<file path="config.mk">
export PLATFORM = sky130hd
export DESIGN_NAME = spcfg_top
export DESIGN_NICKNAME = d
export VERILOG_FILES = /design/src/hw/spcfg_pkg.sv /design/src/hw/spcfg_sync_if.sv /design/src/hw/spcfg_pinsync.sv /design/src/hw/spcfg_top.sv
export VERILOG_INCLUDE_DIRS = /design/src /design/src/hw
export SDC_FILE = /design/constraint.sdc
export NUM_CORES = 1
export LEC_CHECK = 0
export ABC_AREA = 1
export BUFFER_PORTS_ARGS = -buffer_cell sky130_fd_sc_hd__buf_2
export CAP_MARGIN = 10
export CELL_PAD_IN_SITES_DETAIL_PLACEMENT = 1
export CELL_PAD_IN_SITES_GLOBAL_PLACEMENT = 1
export CORE_MARGIN = 4
export CORE_UTILIZATION = 39
export DETAILED_ROUTE_END_ITERATION = 16
export PLACE_DENSITY_LB_ADDON = 0.25
export SYNTH_ARGS = -nofsm -noshare
export SYNTH_HDL_FRONTEND = slang
export SYNTH_SLANG_ARGS = --single-unit
</file>
<file path="constraint.sdc">
create_clock -name clk -period 1.9 [get_ports clk]
set_input_delay 0.38 -clock clk [delete_from_list [all_inputs] [get_ports clk]]
set_output_delay 0.38 -clock clk [all_outputs]
set_load 0.01 [all_outputs]
</file>
<file path="src/hw/spcfg_map.svh">
// Offsets, field positions, reset values and timing counts of the serial port block.
// Assumes nothing; definitions only.
`ifndef SPCFG_MAP_SVH
`define SPCFG_MAP_SVH
`define SPCFG_CFG_ADDR    15'h0000
`define SPCFG_CFG_RESET   16'h0000
`define SPCFG_PAT_LO      15'h6000
`define SPCFG_PAT_HI      15'h6FFF
`define SPCFG_B_LSBF      15
`define SPCFG_B_3WIRE     14
`define SPCFG_B_SWRST     13
`define SPCFG_B_DUAL      12
`define SPCFG_B_DRV       11
`define SPCFG_B_AUX       10
`define SPCFG_M_SWRST     2
`define SPCFG_CLK_NS      25
`define SPCFG_SWRST_NS    1000
`define SPCFG_SWRST_CYC   ((`SPCFG_SWRST_NS + `SPCFG_CLK_NS - 1) / `SPCFG_CLK_NS)
`endif

</file>
<file path="src/hw/spcfg_pkg.sv">
// Types shared by the serial port configuration block.
// Assumes spcfg_map.svh carries the numeric constants.
package spcfg_pkg;
    typedef enum logic [1:0] {
        ST_IDLE  = 2'b00,
        ST_INSTR = 2'b01,
        ST_DATA  = 2'b10,
        ST_DONE  = 2'b11
    } spcfg_state_t;
endpackage : spcfg_pkg

</file>
<file path="src/hw/spcfg_sync_if.sv">
// Synchronised serial pin view passed from the pin sampler to the port logic.
// Assumes both ends run on the same system clock.
`timescale 1ns/100ps
`default_nettype none
interface spcfg_sync_if;
    logic sclk_rise;
    logic sclk_fall;
    logic cs_act;
    logic d0;
    logic d1;
    modport src (output sclk_rise, output sclk_fall, output cs_act, output d0, output d1);
    modport dst (input sclk_rise, input sclk_fall, input cs_act, input d0, input d1);
endinterface : spcfg_sync_if
`default_nettype wire

</file>
<file path="src/hw/spcfg_pinsync.sv">
// Two-stage synchronisers for the serial pins and serial clock edge detection.
// Assumes pins are asynchronous to clk and the serial clock is far slower than clk.
`timescale 1ns/100ps
`default_nettype none
module spcfg_pinsync (
    input  wire logic   clk,
    input  wire logic   rst,
    input  wire logic   sclk,
    input  wire logic   cs_n,
    input  wire logic   sdio_i,
    input  wire logic   sdo_i,
    spcfg_sync_if.src   sy
);
    logic [3:0] s1_r;
    logic [3:0] s2_r;
    logic       sclk_d_r;

    // First stage feeds only the second stage
    always_ff @(posedge clk) begin
        if (rst) begin
            s1_r     <= 4'h1;
            s2_r     <= 4'h1;
            sclk_d_r <= 1'b0;
        end else begin
            s1_r     <= {sdo_i, sdio_i, sclk, cs_n};
            s2_r     <= s1_r;
            sclk_d_r <= s2_r[1];
        end
    end

    assign sy.cs_act    = ~s2_r[0];
    assign sy.sclk_rise = s2_r[1] & ~sclk_d_r;
    assign sy.sclk_fall = ~s2_r[1] & sclk_d_r;
    assign sy.d0        = s2_r[2];
    assign sy.d1        = s2_r[3];
endmodule : spcfg_pinsync
`default_nettype wire

</file>
<file path="src/hw/spcfg_top.sv">
// Serial port with its own configuration register at address zero.
// Assumes pins arrive asynchronously; other registers and pattern memory sit on ext_*.
// Function
// - Words shift MSB first when bit order select is 0, LSB first when 1.
// - Three-wire select 0 gives 4-wire port, 1 gives shared single data line.
// - Software reset resets port and map, keeps the address-zero register but clears its two reset bits.
// - Dual select gives two bidirectional data lines sharing chip select and clock.
// - Dual mode serves only pattern memory transfers; others use one line.
// - Drive select 0 asks single output drive, 1 asks doubled drive.
// - Pin select 0: shared pin is data out or line two; 1: auxiliary output.
`timescale 1ns/100ps
`default_nettype none
`include "spcfg_map.svh"
module spcfg_top
    import spcfg_pkg::*;
#(
    parameter int SWRST_CYC = `SPCFG_SWRST_CYC
) (
    input  wire logic        clk,
    input  wire logic        rst,
    input  wire logic        sclk,
    input  wire logic        cs_n,
    input  wire logic        sdio_i,
    output logic             sdio_o,
    output logic             sdio_oe,
    input  wire logic        sdo_i,
    output logic             sdo_o,
    output logic             sdo_oe,
    input  wire logic        aux_dout,
    output logic             bit_order_select,
    output logic             three_wire_select,
    output logic             dual_data_line_select,
    output logic             output_drive_double,
    output logic             aux_output_select,
    output logic             map_reset,
    output logic [14:0]      ext_addr,
    output logic [15:0]      ext_wdata,
    output logic             ext_we,
    output logic             ext_rd,
    input  wire logic [15:0] ext_rdata
);
    if (SWRST_CYC < 1 || SWRST_CYC > 65535) begin : g_bad_swrst
        $error("SWRST_CYC out of range");
    end

    function automatic logic [5:0] spcfg_rev6(input logic [5:0] v);
        logic [5:0] r;
        r = '0;
        for (int i = 0; i < 6; i++) r[i] = v[5 - i];
        return r;
    endfunction : spcfg_rev6

    function automatic logic [15:0] spcfg_sh16(input logic [15:0] s, input logic b,
                                               input logic lsb);
        return lsb ? {b, s[15:1]} : {s[14:0], b};
    endfunction : spcfg_sh16

    function automatic logic [7:0] spcfg_sh8(input logic [7:0] s, input logic b,
                                             input logic lsb);
        return lsb ? {b, s[7:1]} : {s[6:0], b};
    endfunction : spcfg_sh8

    spcfg_sync_if sy ();
    spcfg_pinsync u_sync (
        .clk    (clk),
        .rst    (rst),
        .sclk   (sclk),
        .cs_n   (cs_n),
        .sdio_i (sdio_i),
        .sdo_i  (sdo_i),
        .sy     (sy)
    );

    spcfg_state_t state_r;
    logic [15:0]  cfg_r;
    logic [15:10] eff;
    logic [15:0]  sr_r;
    logic [15:0]  rx_nxt;
    logic [15:0]  tx_r;
    logic [4:0]   cnt_r;
    logic [3:0]   bidx;
    logic         rw_r;
    logic [14:0]  addr_r;
    logic         dual_r;
    logic         last_bit;
    logic         instr_done;
    logic         data_done;
    logic         wr_cfg;
    logic         rd_cap_r;
    logic         rd_cap2_r;
    logic         out0_r;
    logic         out1_r;
    logic         aux_q_r;
    logic         drive_phase;
    logic [15:0]  swrst_cnt_r;

    // Either copy sets a field, so a host using the wrong bit order still gets through
    assign eff = cfg_r[15:10] | spcfg_rev6(cfg_r[5:0]);
    assign bit_order_select      = eff[`SPCFG_B_LSBF];
    assign three_wire_select     = eff[`SPCFG_B_3WIRE];
    assign dual_data_line_select = eff[`SPCFG_B_DUAL];
    assign output_drive_double   = eff[`SPCFG_B_DRV];
    assign aux_output_select     = eff[`SPCFG_B_AUX];

    always_comb begin
        if (state_r == ST_DATA && dual_r) begin
            rx_nxt = {spcfg_sh8(sr_r[15:8], sy.d0, eff[`SPCFG_B_LSBF]),
                      spcfg_sh8(sr_r[7:0], sy.d1, eff[`SPCFG_B_LSBF])};
        end else begin
            rx_nxt = spcfg_sh16(sr_r, sy.d0, eff[`SPCFG_B_LSBF]);
        end
    end

    assign last_bit   = (state_r == ST_DATA && dual_r) ? (cnt_r == 5'd7) : (cnt_r == 5'd15);
    assign instr_done = sy.sclk_rise && sy.cs_act && state_r == ST_INSTR && last_bit;
    assign data_done  = sy.sclk_rise && sy.cs_act && state_r == ST_DATA && last_bit;
    assign wr_cfg     = data_done && !rw_r && addr_r == `SPCFG_CFG_ADDR;

    always_ff @(posedge clk) begin
        if (rst || map_reset) begin
            state_r <= ST_IDLE;
            cnt_r   <= '0;
        end else if (!sy.cs_act) begin
            state_r <= ST_IDLE;
            cnt_r   <= '0;
        end else begin
            unique case (state_r)
                ST_IDLE: begin
                    state_r <= ST_INSTR;
                    cnt_r   <= '0;
                end
                ST_INSTR, ST_DATA: begin
                    if (sy.sclk_rise) begin
                        cnt_r <= last_bit ? 5'd0 : cnt_r + 5'd1;
                        if (last_bit) state_r <= (state_r == ST_INSTR) ? ST_DATA : ST_DONE;
                    end
                end
                ST_DONE: state_r <= ST_DONE;
            endcase
        end
    end

    always_ff @(posedge clk) begin
        if (rst) begin
            sr_r   <= '0;
            rw_r   <= 1'b0;
            addr_r <= '0;
            dual_r <= 1'b0;
        end else if (sy.sclk_rise && sy.cs_act &&
                     (state_r == ST_INSTR || state_r == ST_DATA)) begin
            sr_r <= rx_nxt;
            if (instr_done) begin
                rw_r   <= rx_nxt[15];
                addr_r <= rx_nxt[14:0];
                // Dual lines only for pattern memory and only with the pin free
                dual_r <= eff[`SPCFG_B_DUAL] && !eff[`SPCFG_B_AUX] &&
                          rx_nxt[14:0] >= `SPCFG_PAT_LO &&
                          rx_nxt[14:0] <= `SPCFG_PAT_HI;
            end
        end
    end

    // Configuration register survives the map reset; only its reset pair self-clears
    always_ff @(posedge clk) begin
        if (rst) begin
            cfg_r <= `SPCFG_CFG_RESET;
        end else if (wr_cfg) begin
            cfg_r <= rx_nxt;
        end else if (map_reset && swrst_cnt_r == 16'h0001) begin
            cfg_r[`SPCFG_B_SWRST] <= 1'b0;
            cfg_r[`SPCFG_M_SWRST] <= 1'b0;
        end
    end

    always_ff @(posedge clk) begin
        if (rst) begin
            map_reset   <= 1'b0;
            swrst_cnt_r <= '0;
        end else if (wr_cfg && (rx_nxt[`SPCFG_B_SWRST] || rx_nxt[`SPCFG_M_SWRST])) begin
            map_reset   <= 1'b1;
            swrst_cnt_r <= 16'(SWRST_CYC);
        end else if (map_reset) begin
            swrst_cnt_r <= swrst_cnt_r - 16'h0001;
            if (swrst_cnt_r == 16'h0001) map_reset <= 1'b0;
        end
    end

    always_ff @(posedge clk) begin
        if (rst) begin
            ext_addr  <= '0;
            ext_wdata <= '0;
            ext_we    <= 1'b0;
            ext_rd    <= 1'b0;
            rd_cap_r  <= 1'b0;
            rd_cap2_r <= 1'b0;
        end else begin
            ext_we    <= data_done && !rw_r && addr_r != `SPCFG_CFG_ADDR;
            ext_rd    <= instr_done && rx_nxt[15] && rx_nxt[14:0] != `SPCFG_CFG_ADDR;
            rd_cap_r  <= instr_done && rx_nxt[15];
            rd_cap2_r <= rd_cap_r;
            if (instr_done) ext_addr <= rx_nxt[14:0];
            if (data_done) ext_wdata <= rx_nxt;
        end
    end

    // Read data is taken one cycle after the strobe, well before the first falling edge
    always_ff @(posedge clk) begin
        if (rst) begin
            tx_r <= '0;
        end else if (rd_cap2_r) begin
            tx_r <= (addr_r == `SPCFG_CFG_ADDR) ? cfg_r : ext_rdata;
        end
    end

    assign bidx = eff[`SPCFG_B_LSBF] ? cnt_r[3:0] :
                  (dual_r ? 4'h7 - cnt_r[3:0] : 4'hF - cnt_r[3:0]);

    always_ff @(posedge clk) begin
        if (rst) begin
            out0_r  <= 1'b0;
            out1_r  <= 1'b0;
            aux_q_r <= 1'b0;
        end else begin
            aux_q_r <= aux_dout;
            if (sy.sclk_fall && state_r == ST_DATA) begin
                out0_r <= dual_r ? tx_r[{1'b1, bidx[2:0]}] : tx_r[bidx];
                out1_r <= tx_r[{1'b0, bidx[2:0]}];
            end
        end
    end

    // Last read bit stands until chip select rises, past the host's final sample
    assign drive_phase = (state_r == ST_DATA || state_r == ST_DONE) && rw_r && sy.cs_act;
    assign sdio_o      = out0_r;
    assign sdio_oe     = drive_phase && (eff[`SPCFG_B_3WIRE] || dual_r);
    assign sdo_o       = eff[`SPCFG_B_AUX] ? aux_q_r : (dual_r ? out1_r : out0_r);
    assign sdo_oe      = eff[`SPCFG_B_AUX] ||
                         (drive_phase && (dual_r || !eff[`SPCFG_B_3WIRE]));

    AST_BIT_ORDER: assert property (@(posedge clk) disable iff (rst)
        sy.sclk_fall && state_r == ST_DATA && !dual_r && cnt_r == 5'd0 && !rd_cap2_r
        |=> out0_r == (bit_order_select ? tx_r[0] : tx_r[15]))
        else $error("first data bit does not follow bit order");
    AST_WIRE_MODE: assert property (@(posedge clk) disable iff (rst)
        drive_phase && !dual_r && !aux_output_select
        |-> sdio_oe == three_wire_select && sdo_oe == !three_wire_select)
        else $error("read data on wrong line for wire mode");
    logic [16:0]  mr_len_r;
    // Pulse length counted here so no long delay range is needed
    always_ff @(posedge clk) begin
        if (rst || !map_reset) begin
            mr_len_r <= '0;
        end else begin
            mr_len_r <= mr_len_r + 17'd1;
        end
    end

    AST_SWRST_PORT: assert property (@(posedge clk) disable iff (rst)
        $fell(map_reset) |-> mr_len_r == 17'(SWRST_CYC))
        else $error("map reset pulse length wrong");
    AST_SWRST_KEEP: assert property (@(posedge clk) disable iff (rst)
        map_reset |=> state_r == ST_IDLE && $stable(cfg_r[15:14]))
        else $error("port active or config lost during map reset");
    AST_DUAL_LINES: assert property (@(posedge clk) disable iff (rst)
        drive_phase && dual_r |-> sdio_oe && sdo_oe)
        else $error("dual read does not drive both lines");
    AST_DUAL_PATTERN: assert property (@(posedge clk) disable iff (rst)
        state_r == ST_DATA && dual_r |-> addr_r >= `SPCFG_PAT_LO && addr_r <= `SPCFG_PAT_HI)
        else $error("dual transfer outside pattern memory");
    AST_DRIVE_CAUSE: assert property (@(posedge clk) disable iff (rst)
        $rose(output_drive_double) |-> $past(wr_cfg))
        else $error("drive select changed without a config write");
    AST_AUX_PIN: assert property (@(posedge clk) disable iff (rst)
        aux_output_select && $stable(aux_output_select) && !wr_cfg
        |=> sdo_oe && sdo_o == $past(aux_dout))
        else $error("aux output not on shared pin");
    AST_MIRROR: assert property (@(posedge clk) disable iff (rst)
        cfg_r[0] && !cfg_r[15] |-> bit_order_select)
        else $error("mirror copy of bit order ignored");
    AST_SWRST_CLEAR: assert property (@(posedge clk) disable iff (rst)
        $fell(map_reset) |-> !cfg_r[`SPCFG_B_SWRST] && !cfg_r[`SPCFG_M_SWRST])
        else $error("reset bits not cleared after map reset");

    COV_CFG_WRITE: cover property (@(posedge clk) disable iff (rst) wr_cfg);
    COV_DUAL_READ: cover property (@(posedge clk) disable iff (rst) drive_phase && dual_r);
    COV_SWRST: cover property (@(posedge clk) disable iff (rst) $fell(map_reset));
    COV_LSB_READ: cover property (@(posedge clk) disable iff (rst)
        rd_cap2_r && bit_order_select);
endmodule : spcfg_top
`default_nettype wire

</file>
==> results.rst, run 1 <==
.. list-table::
   :header-rows: 1

   * - Metric
     - Value
   * - Status
     - complete, but fails checks
   * - Violations in the final reports
     - setup timing
   * - Minimum setup slack in the final design
     - -0.00329 ns
   * - Max Freq
     - 525 MHz
   * - Internal power consumption
     - 4.71 mW
   * - Via density per instance
     - 5.22
   * - TritonCTS clock tree
     - built
   * - WL per Instance
     - 17.2 um
   * - Post-layout nets
     - 917
   * - CP dominant cell by count
     - buf_4
   * - Die boundary height
     - 132 um
   * - First-pass GRT wire length
     - 30100 um
   * - Clock Tree Root
     - clkbuf_16
   * - Remaining DRCs
     - 0
   * - Critical path start-end classification
     - flop to flop
   * - Core Region
     - between 10000 and 15000 um2
   * - Proportion of power drawn by the clock network
     - 50.8%
   * - Drt pass-1 iters
     - 5
   * - Number of max-slew violations in the final report
     - 0
   * - Worst hold slack after final layout
     - 0.150 ns
   * - Post-Syn Nets
     - 808
   * - Post-layout min period
     - roughly 1.9 ns
   * - Slowest cell on the critical path
     - dfxtp_4
   * - Combined area of all synthesized cells
     - 5960 um2
   * - Register area share after synthesis
     - between 40% and 50%
   * - Flip-flop and latch count after synthesis
     - 136
   * - Global placement routability congestion
     - roughly 0.88
   * - Vias after detailed routing
     - 5647
   * - Switching power
     - 1.41 mW
   * - Worst Path Arrival
     - 2.25 ns
   * - Yosys Warn Count
     - 0
   * - Count of input and output buffers
     - between 60 and 70
   * - Transition time at the pin with the least slew margin
     - between 0.5 and 0.6 ns
   * - Proportion of layout cells with a drive suffix above 1
     - between 20% and 30%
   * - Worst vdd rail ir drop
     - 0.000597 V
   * - Fraction of power spent switching nets
     - 23.0%
   * - Mean cell area of the mapped netlist
     - around 7.7 um2
   * - Dpl ws
     - -0.0913 ns
   * - Worst-path fanout max
     - 4
   * - Pin count of the biggest net entering global routing
     - 54
   * - Slew headroom
     - 59.8%
   * - Maximum buffer depth of the clock tree
     - 2
   * - FP Rows
     - 44
   * - Latest clock arrival within the worst-skew pair
     - 0.43 ns
   * - Die footprint
     - around 17000 um2
   * - Final hold violation count
     - 0
   * - Worst min-delay path class
     - primary input to flop
   * - Relative contribution of combinational cells to total power
     - 2.3%
   * - Total global-route track usage
     - 21.4%
   * - Data required, critical path
     - 2.25 ns
   * - DR iter-0 viols
     - between 200 and 300
   * - Part of the power in registers
     - between 40% and 50%
   * - Leakage power summed over all cells
     - between 3 and 4 nW
   * - Antenna Cells
     - 0
   * - Die width
     - approximately 130 um
   * - Number of violations of the max-capacitance limit
     - 0
   * - Number of clock buffers inserted by TritonCTS
     - 17
   * - Post-synthesis cell count
     - 777
   * - Total power per unit cell area
     - 801 nW/um2
   * - Unrepaired setup endpoints after global routing
     - yes
   * - Area Growth Syn to Fin
     - 27.9%
   * - Share of the clock period used by the worst path
     - 100%
   * - Setup Skew
     - 0.0197 ns
   * - Number of antenna violations at the first check in global routing
     - 0
   * - Inst Count DP
     - between 1000 and 1500
   * - Initial Util
     - 40.4%
   * - Sink Count
     - 136
   * - Post-synthesis cell type count
     - 40
   * - Final global-route overflow total
     - 0
   * - Clock Pin Slew Worst Setup and Hold Paths
     - 0.06 ns
   * - Longest individual stage delay on the worst path
     - 0.39 ns
   * - Total setup violations reported at the end of the flow
     - 1
   * - Estimated wirelength of the detail-placed design
     - between 10000 and 15000 um
   * - Antenna Violating Nets Remaining
     - 0
   * - Routed WL
     - between 15000 and 20000 um
   * - Startpoint kind of the worst setup timing path
     - flop
   * - Final Power
     - around 6.1 mW
   * - Number of primary I/O pins
     - 66
   * - Crit path capture type
     - flop
   * - Vias in the first global route
     - slightly below 6000
   * - Total number of H-tree levels
     - 4
   * - Final instance count without filler cells
     - 1082
   * - Worst-path cell chain
     - ha_4, nand2_2, a21oi_4, nand3_4, buf_4, buf_4, o21ai_2, o21ai_0, a21oi_1
[per-stage QoR]
| stage | setup TNS (ns) | instance area (um2) | utilization, % |
|---|---|---|---|
| finish | -0.00329 | 7630 | 51.7 |
| global placement | -0.0308 | 6790 | 46.0 |
| global route | -1.38 | 7630 | 51.7 |
| floorplan | 0 | 5970 | - |
| CTS | -0.0873 | 7480 | 50.7 |
| detailed placement | -0.824 | 6790 | 46.0 |
[timing repair]
item,CTS,global route
setup buffers,4,2
endpoints found under the setup margin,61,87
pin swaps,5,7
gates resized for setup,28,33
gates cloned,1,1
endpoints found under the hold margin,0,0
hold buffers,0,0
[state kept, by name, summed over array words and instances, names as in the netlist, 2 cells and up]
signal and cells:
swrst_cnt_r 16, ext_addr 15, ext_wdata 16, addr_r 15
u_sync.s1_r 4, u_sync.s2_r 4, sr_r 16, state_r 2
tx_r 16, cnt_r 5, cfg_r 16
[power groups by stage]
| stage | clock (mW) | combinational, mW | sequential [mW] |
|---|---|---|---|
| final | 3.11 | 0.141 | 2.87 |
| after global routing | 3.30 | 0.156 | 2.87 |
| after CTS | 3.16 | 0.137 | 2.87 |
| after detailed placement | 0 | 0.128 | 2.93 |
| after global placement | 0 | 0.123 | 2.93 |
| after floorplan | 0 | 0.0740 | 2.93 |
[cell type report]
class                   count  area, um2
fillers                  1825       7130
multi-input cells         493       2800
flip-flops and latches    136       2730
repair buffers            125        883
inverters                 113        437
clock buffers              17        425
well taps                 184        230
clock inverters            14        128
[cell usage after synthesis]
cell / count / area, um2
or2_4: 1 / 8.76
nor3_2: 2 / 20.0
nand3b_1: 2 / 15.0
inv_1: 107 / 402
xor2_1: 11 / 96.3
a31oi_1: 1 / 6.26
nand3_1: 39 / 195
clkinv_1: 1 / 3.75
o21ai_2: 2 / 17.5
dfxtp_1: 136 / 2720
a21boi_1: 1 / 7.51
buf_1: 4 / 15.0
inv_2: 4 / 15.0
o21a_1: 2 / 15.0
nand4_1: 7 / 43.8
a21oi_4: 1 / 16.3
nor2_2: 1 / 6.26
buf_6: 1 / 11.3
nor2_1: 58 / 218
clkbuf_2: 1 / 5.00
nor3_1: 7 / 35.0
clkbuf_1: 18 / 67.6
xnor2_1: 8 / 70.1
nor2_4: 10 / 113
inv_4: 1 / 6.26
or2_2: 6 / 37.5
nand2_4: 1 / 11.3
nor4_1: 4 / 25.0
o21ai_0: 78 / 390
ha_1: 8 / 100
nand3_4: 2 / 35.0
nand2_1: 119 / 447
a211oi_1: 11 / 82.6
nand2_2: 3 / 18.8
buf_4: 2 / 15.0
o211ai_1: 19 / 143
nor3_4: 2 / 32.5
buf_12: 1 / 20.0
a21oi_1: 86 / 430
buf_2: 9 / 45.0
[cell usage in the layout, fill, tap and decap left out, drive strengths merged, types with 18 or more instances in the layout]
cell / count
clkbuf: 18
inv: 114
nand3: 41
buf: 124
a21oi: 87
nor2: 69
nand2: 124
o21ai: 80
dfxtp: 136
o211ai: 19
[critical path, delay by kind of cell, from the launching register on]
family	cells	cell delay (ns)
AOI/OAI and AO/OA	4	0.77
DFF	1	0.39
buffers and inverters	2	0.28
and+or+nand+nor	2	0.23
adders and majority gates	1	0.15
[metal layers]
metal	global-route usage, %	wire length, um
met5	0	0
met4	7.35	325
met3	4.85	713
met2	37.2	9270
met1	26.2	8320
[kinds of logic after synthesis]
kind of cell	share of synthesized area (%)
simple gates	21.1
compound gates	18.6
buf+inv	10.2
flops	45.6
xor+xnor	2.79
fa+ha+maj	1.68
[worst paths after layout]
kind,from,end,slack (ns),cells after the start
setup / recovery,state_r[1]$_SDFFE_PP0P_,state_r[1]$_SDFFE_PP0P_,-0.003,9
hold / removal,cs_n,u_sync.s1_r[0]$_SDFF_PP1_,0.15,2
setup reg to reg,state_r[1]$_SDFFE_PP0P_,state_r[1]$_SDFFE_PP0P_,-0.003,9
hold reg to reg,u_sync.s1_r[3]$_SDFF_PP0_,u_sync.s2_r[3]$_SDFF_PP0_,0.40,2
Power figures use the tool's default switching activity.
==> inputs of run 2 (changes only) <==
==> constraint.sdc (replaced) <==
create_clock -name clk -period 1.7 [get_ports clk]
set_input_delay 0.085 -clock clk [delete_from_list [all_inputs] [get_ports clk]]
set_output_delay 0.085 -clock clk [all_outputs]
set_load 0.01 [all_outputs]
==> results.rst, run 2 (synthesis gave the netlist of run 1 again) <==
.. list-table::
   :header-rows: 1

   * - Metric
     - Value
   * - Commonest non-fill, non-tap cells in the layout
     - dfxtp_1, inv_1, nand2_1, buf_4
   * - Number of primary I/O pins
     - 66
   * - Area Growth Syn to Fin
     - 47.7%
   * - Die footprint
     - between 15000 and 20000 um2
   * - Finished Cell Area
     - just under 9000 um2
   * - R2R cell count
     - 9
   * - Clock Pin Slew Worst Setup and Hold Paths
     - 0.06 ns
   * - Initial Util
     - about two fifths
   * - Vias in the first global route
     - approximately 6300
   * - Transition time at the pin with the least slew margin
     - 0.691 ns
   * - Via density per instance
     - roughly 5.4
   * - Post-layout nets
     - around 1000
   * - Count of input and output buffers
     - 65
   * - Status
     - complete, but fails checks
   * - Global placement routability congestion
     - about 0.86
   * - Worst min-delay path class
     - primary input to flop
   * - Sink Count
     - roughly 140
   * - Final design utilization
     - 59.7%
   * - Total global-route track usage
     - between 20% and 30%
   * - Routed wl met3
     - 1060 um
   * - Final hold violation count
     - 0
   * - Sequential cell area
     - 2730 um2
   * - Pin count of the biggest net entering global routing
     - 48
   * - Die boundary height
     - 132 um
   * - Estimated wirelength of the detail-placed design
     - 13600 um
   * - Number of max-slew violations in the final report
     - 0
   * - Multi-input logic area
     - 3170 um2
   * - Slowest cell on the critical path
     - dfxtp_4
   * - Total power per unit cell area
     - roughly 850 nW/um2
   * - Worst hold slack after final layout
     - approximately 0.0088 ns
   * - Latest clock arrival within the worst-skew pair
     - between 0.4 and 0.5 ns
   * - Worst-path fanout max
     - 7
   * - Startpoint kind of the worst setup timing path
     - flop
   * - Share of the clock period used by the worst path
     - 114%
   * - TritonCTS clock tree
     - built
   * - Drt pass-1 iters
     - 5
   * - Die width
     - approximately 130 um
   * - Critical path start-end classification
     - flop to flop
   * - Unrepaired setup endpoints after global routing
     - yes
   * - Total number of H-tree levels
     - 4
   * - CP dominant cell by count
     - buf_6
   * - Worst vdd rail ir drop
     - 0.000675 V
   * - Minimum setup slack in the final design
     - -0.242 ns
   * - Maximum buffer depth of the clock tree
     - 2
   * - Final global-route overflow total
     - 0
   * - FP Rows
     - 44
   * - Worst-path cell chain
     - ha_4, nand2_4, a21oi_4, nand3_4, nor3_4, buf_6, buf_6, nor2_2, a211oi_2
   * - Routed WL
     - 24100 um
   * - Vias after detailed routing
     - 6270
   * - Most frequent standard cell in the layout excluding fill and tap cells
     - dfxtp_1
   * - Max Freq
     - 515 MHz
   * - Cell Area, Placed
     - approximately 7100 um2
   * - Number of antenna violations at the first check in global routing
     - 0
   * - Proportion of layout cells with a drive suffix above 1
     - approximately two fifths
   * - Number of clock buffers inserted by TritonCTS
     - 17
   * - Met2 wire length
     - 12300 um
   * - Family of cells with the greatest summed delay on the critical path
     - simple AND/OR/NAND/NOR gates
   * - Detailed-route wire length on metal 1
     - 9850 um
   * - Highest signal layer in the routed design
     - met4
   * - Clock Tree Root
     - clkbuf_16
   * - Antenna Violating Nets Remaining
     - 0
   * - Total setup violations reported at the end of the flow
     - 99
   * - Number of violations of the max-capacitance limit
     - 0
   * - Bufs and invs on worst path
     - 2
   * - Remaining DRCs
     - 0
   * - Setup TNS after final layout
     - -12.30 ns
   * - Core Region
     - 14800 um2
   * - Longest individual stage delay on the worst path
     - 0.40 ns
   * - Post-layout min period
     - 1.94 ns
   * - Antenna Cells
     - 0
   * - Cell count of the worst hold path
     - 5
   * - Data required, critical path
     - slightly above 2 ns
   * - Violations in the final reports
     - setup timing
   * - First-pass GRT wire length
     - between 30000 and 40000 um
   * - DR iter-0 viols
     - 435
   * - Number of cells on the critical path
     - 9
   * - Leakage power summed over all cells
     - 3.85 nW
   * - Number of filler cells placed in the layout
     - 1727
   * - WL per Instance
     - between 20 and 25 um
   * - Crit path capture type
     - flop
   * - Slew headroom
     - approximately 54%
   * - Worst Path Arrival
     - 2.29 ns
   * - Setup Skew
     - 0.0180 ns
## run 2: cell types whose count changed in the layout (fill, tap and decap cells not counted), moves of 9 or more
cell and delta:
buf_4 +37, o21ai_0 -32, nand2_4 +9, nand2_1 -21, a21oi_1 -16, a21oi_2 +16, o21ai_2 +21, buf_6 +21
nand2_2 +13
## run 2: repair_timing
| item | 4_1_cts | 5_1_grt |
|---|---|---|
| setup buffers | 11 | 22 |
| hold endpoints to repair | 5 | 0 |
| pin swaps | 13 | 29 |
| resized for setup | 72 | 158 |
| gates cloned | 1 | 4 |
| endpoints found under the setup margin | 101 | 125 |
| hold buffers | 5 | 0 |
## run 2: area by class of cell
type | instances | share of cell area [%]
multi-input combinational | 492 | 36.0
sequential | 136 | 31.0
timing repair buffer | 195 | 17.8
inverter | 113 | 5.15
clock buffer | 19 | 5.03
tap | 184 | 2.61
clock inverter | 13 | 2.20
timing repair inverter | 1 | 0.185
## run 2: worst paths after layout
path | start | end | slack (ns)
hold / removal | ext_rdata[6] | tx_r[6]$_SDFFE_PP0P_ | 0.009
hold reg to reg | u_sync.s1_r[2]$_SDFF_PP0_ | u_sync.s2_r[2]$_SDFF_PP0_ | 0.40
setup / recovery | state_r[1]$_SDFFE_PP0P_ | ext_addr[1]$_SDFFE_PP0P_ | -0.24
setup reg to reg | state_r[1]$_SDFFE_PP0P_ | ext_addr[1]$_SDFFE_PP0P_ | -0.24
## run 2: through the flow
stage | setup WS, ns | total power [mW] | instances
floorplan | -0.0264 | 3.36 | 777
global placement | -0.142 | 3.43 | 1081
global route | -0.314 | 7.65 | 1153
finish | -0.242 | 7.45 | 1153
CTS | -0.131 | 7.41 | 1130
detailed placement | -0.172 | 3.43 | 1081
## run 2: routing by layer
metal / up-vias / global-route usage (%)
met5: - / 0
met4: 0 / 8.81
met3: 77 / 5.05
met2: 227 / 41.2
met1: 3072 / 28.5
li1: 2894 / -
## run 2: worst register-to-register path: cells and delay by family (launching register included)
| family | cells | cell delay, ns |
|---|---|---|
| and+or+nand+nor | 4 | 0.56 |
| DFF | 1 | 0.40 |
| AOI/OAI and AO/OA | 2 | 0.38 |
| buffers and inverters | 2 | 0.36 |
| adders and majority gates | 1 | 0.17 |
## run 2: where the power goes
part / internal [mW] / leakage [nW] / total, mW / switching [mW]
clock: 2.51 / 0.296 / 4.03 / 1.52
sequential: 3.20 / 1.10 / 3.20 / 0.00711
combinational: 0.0843 / 2.45 / 0.214 / 0.129
==> inputs of run 3 (changes only) <==
ABC_AREA = default   (was 1)
CORE_UTILIZATION = 40   (was 39)
==> results.rst, run 3 <==
.. list-table::
   :header-rows: 1

   * - Metric
     - Value
   * - Combined area of all synthesized cells
     - approximately 6000 um2
   * - Family of cells with the greatest summed delay on the critical path
     - compound AO/OA/AOI/OAI gates
   * - Number of primary I/O pins
     - 66
   * - Status
     - complete, but fails checks
   * - First-pass GRT wire length
     - roughly 35000 um
   * - Highest signal layer in the routed design
     - met4
   * - Number of clock buffers inserted by TritonCTS
     - 17
   * - Cell Area, Placed
     - 7060 um2
   * - Leakage power summed over all cells
     - around 3.6 nW
   * - Register area share after synthesis
     - 45.5%
   * - Finished Cell Area
     - 8920 um2
   * - Violations in the final reports
     - setup timing
   * - Clock Pin Slew Worst Setup and Hold Paths
     - 0.07 ns
   * - Worst Path Arrival
     - 2.43 ns
   * - Vias in the first global route
     - 6132
   * - Post-synthesis cell count
     - 682
   * - Share of the clock period used by the worst path
     - 122%
   * - Ys async rst share
     - 0%
   * - Startpoint kind of the worst setup timing path
     - flop
   * - Flip-flop and latch count after synthesis
     - 136
   * - Worst-path fanout max
     - 8
   * - Max Freq
     - 483 MHz
   * - Transition time at the pin with the least slew margin
     - 0.612 ns
   * - Drt pass-1 iters
     - 5
   * - Number of violations of the max-capacitance limit
     - 0
   * - Total number of H-tree levels
     - 4
   * - DR iter-0 viols
     - about 430
   * - Origin of the worst min-delay path
     - ext_rdata[12]
   * - Estimated wirelength of the detail-placed design
     - 13300 um
   * - Longest individual stage delay on the worst path
     - approximately 0.48 ns
   * - Fraction of synthesized cell area taken by the top area cell type
     - 45.5%
   * - Mean cell area of the mapped netlist
     - 8.78 um2
   * - RR Startpoint
     - state_r[0]$_SDFFE_PP0P_
   * - Routed wl met3
     - 1390 um
   * - Final instance count without filler cells
     - 1036
   * - Setup Skew
     - 0.0159 ns
   * - Count of input and output buffers
     - 65
   * - Initial Util
     - 41.0%
   * - FP Rows
     - 44
   * - Post-Syn Nets
     - a little over 700
   * - Most common cell in the synthesized netlist
     - nand2_1
   * - Remaining DRCs
     - 0
   * - Slowest cell on the critical path
     - a2111oi_4
   * - Post-synthesis cell type with the largest combined area
     - dfxtp_1
   * - Inst Count DP
     - 966
   * - Data required, critical path
     - 2.06 ns
   * - Setup slack, reg-to-reg
     - -0.37 ns
   * - Worst vdd rail ir drop
     - 0.000829 V
   * - Number of enable flip-flop cells after synthesis
     - 0
   * - Final design utilization
     - 61.1%
   * - Antenna Cells
     - 0
   * - Commonest non-fill, non-tap cells in the layout
     - dfxtp_1, nand2_1, buf_4, nor2_1, buf_2
   * - Most used DFF post-synth
     - dfxtp_1
   * - TritonCTS clock tree
     - built
   * - Worst hold slack after final layout
     - 0.00218 ns
   * - Proportion of layout cells with a drive suffix above 1
     - roughly 46%
   * - Total global-route track usage
     - 27.0%
   * - Worst min-delay path class
     - primary input to flop
   * - Slew headroom
     - 58.9%
   * - Core Region
     - 14600 um2
   * - Maximum buffer depth of the clock tree
     - 2
   * - Die width
     - 130 um
   * - Pin count of the biggest net entering global routing
     - 33
   * - Antenna Violating Nets Remaining
     - 0
   * - Cells taking the most area after synthesis
     - dfxtp_1, nand2_1, a21oi_1
   * - Critical path start-end classification
     - flop to flop
   * - Die footprint
     - 17000 um2
   * - Final global-route overflow total
     - 0
   * - Area Growth Syn to Fin
     - 49.0%
   * - Latest clock arrival within the worst-skew pair
     - 0.44 ns
   * - Final Power
     - ~7.1 mW
   * - Total power per unit cell area
     - approximately 790 nW/um2
   * - Die boundary height
     - approximately 130 um
   * - Post-layout min period
     - 2.07 ns
   * - Number of max-slew violations in the final report
     - 0
   * - Dpl ws
     - -0.396 ns
   * - Via density per instance
     - 5.76
   * - Crit path capture type
     - flop
   * - Most frequent standard cell in the layout excluding fill and tap cells
     - dfxtp_1
   * - Clock Tree Root
     - clkbuf_16
   * - Total setup violations reported at the end of the flow
     - between 100 and 150
   * - Post-synthesis cell type count
     - 60
   * - Ranking of synthesized cells by instance count
     - nand2_1, dfxtp_1, a21oi_1, nor2_1, mux2i_1
   * - Unrepaired setup endpoints after global routing
     - yes
   * - Worst-path cell chain
     - inv_2, ha_4, a21bo_4, a2111oi_4, and2_4, buf_16, nand2_2, a21oi_2
   * - Timing startpoint of the critical path
     - state_r[0]$_SDFFE_PP0P_
   * - Setup TNS after final layout
     - -22.84 ns
   * - Bufs and invs on worst path
     - 2
   * - Vias after detailed routing
     - ~6000
   * - Yosys Warn Count
     - 0
   * - Met2 wire length
     - 13200 um
   * - Number of antenna violations at the first check in global routing
     - 0
   * - Global placement routability congestion
     - 0.816
   * - WL per Instance
     - around 25 um
   * - Final hold violation count
     - 0
   * - Detailed-route wire length on metal 1
     - 9580 um
   * - Sink Count
     - 136
   * - Routed WL
     - 25400 um
   * - Post-layout nets
     - 873
   * - Minimum setup slack in the final design
     - -0.369 ns
## run 3: layout make-up
cell class / count / area, um2
Timing Repair Buffer: 182 / 1510
Tap cell: 184 / 230
Inverter: 10 / 52.6
Multi-Input combinational cell: 495 / 3810
Sequential cell: 136 / 2750
Fill cell: 1587 / 5670
Clock inverter: 11 / 126
Clock buffer: 18 / 439
## run 3: kinds of logic after synthesis
logic type      Yosys count  synth area share (%)
compound gates          125                  13.5
xor+xnor                 16                  2.34
fa+ha+maj                 8                  1.67
buf+inv                  51                  3.74
flops                   136                  45.5
mux                      58                  11.3
simple gates            288                  22.0
## run 3: layer usage
metal | up-vias | GRT usage [%]
li1 | 2669 | -
met2 | 228 | 46.4
met3 | 88 | 6.47
met4 | 0 | 13.7
met1 | 2985 | 31.2
met5 | - | 0
## run 3: final timing paths
| kind | endpoint | cells past startpoint |
|---|---|---|
| min | tx_r[12]$_SDFFE_PP0P_ | 3 |
| max | addr_r[12]$_SDFFE_PP0P_ | 8 |
| min reg2reg | u_sync.s2_r[3]$_SDFF_PP0_ | 1 |
| max reg2reg | addr_r[12]$_SDFFE_PP0P_ | 8 |
## run 3: tightest hold or removal path, stage by stage
cell	delay [ns]
buf_2	0.10
mux2i_1	0.12
a211oi_1	0.08
## run 3: repair_timing
action / in CTS / in global routing
hold buffers: 5 / 0
resized for setup: 142 / 83
pin swaps: 61 / 45
buffers inserted: 13 / 24
endpoints found under the hold margin: 5 / 0
setup endpoints to repair: 114 / 125
gates cloned: 6 / 1
## run 3: where the power goes
part	switching, mW	internal (mW)
Clock	1.52	2.18
Sequential	0.00864	3.19
Combinational	0.112	0.0722
Total	1.64	5.44
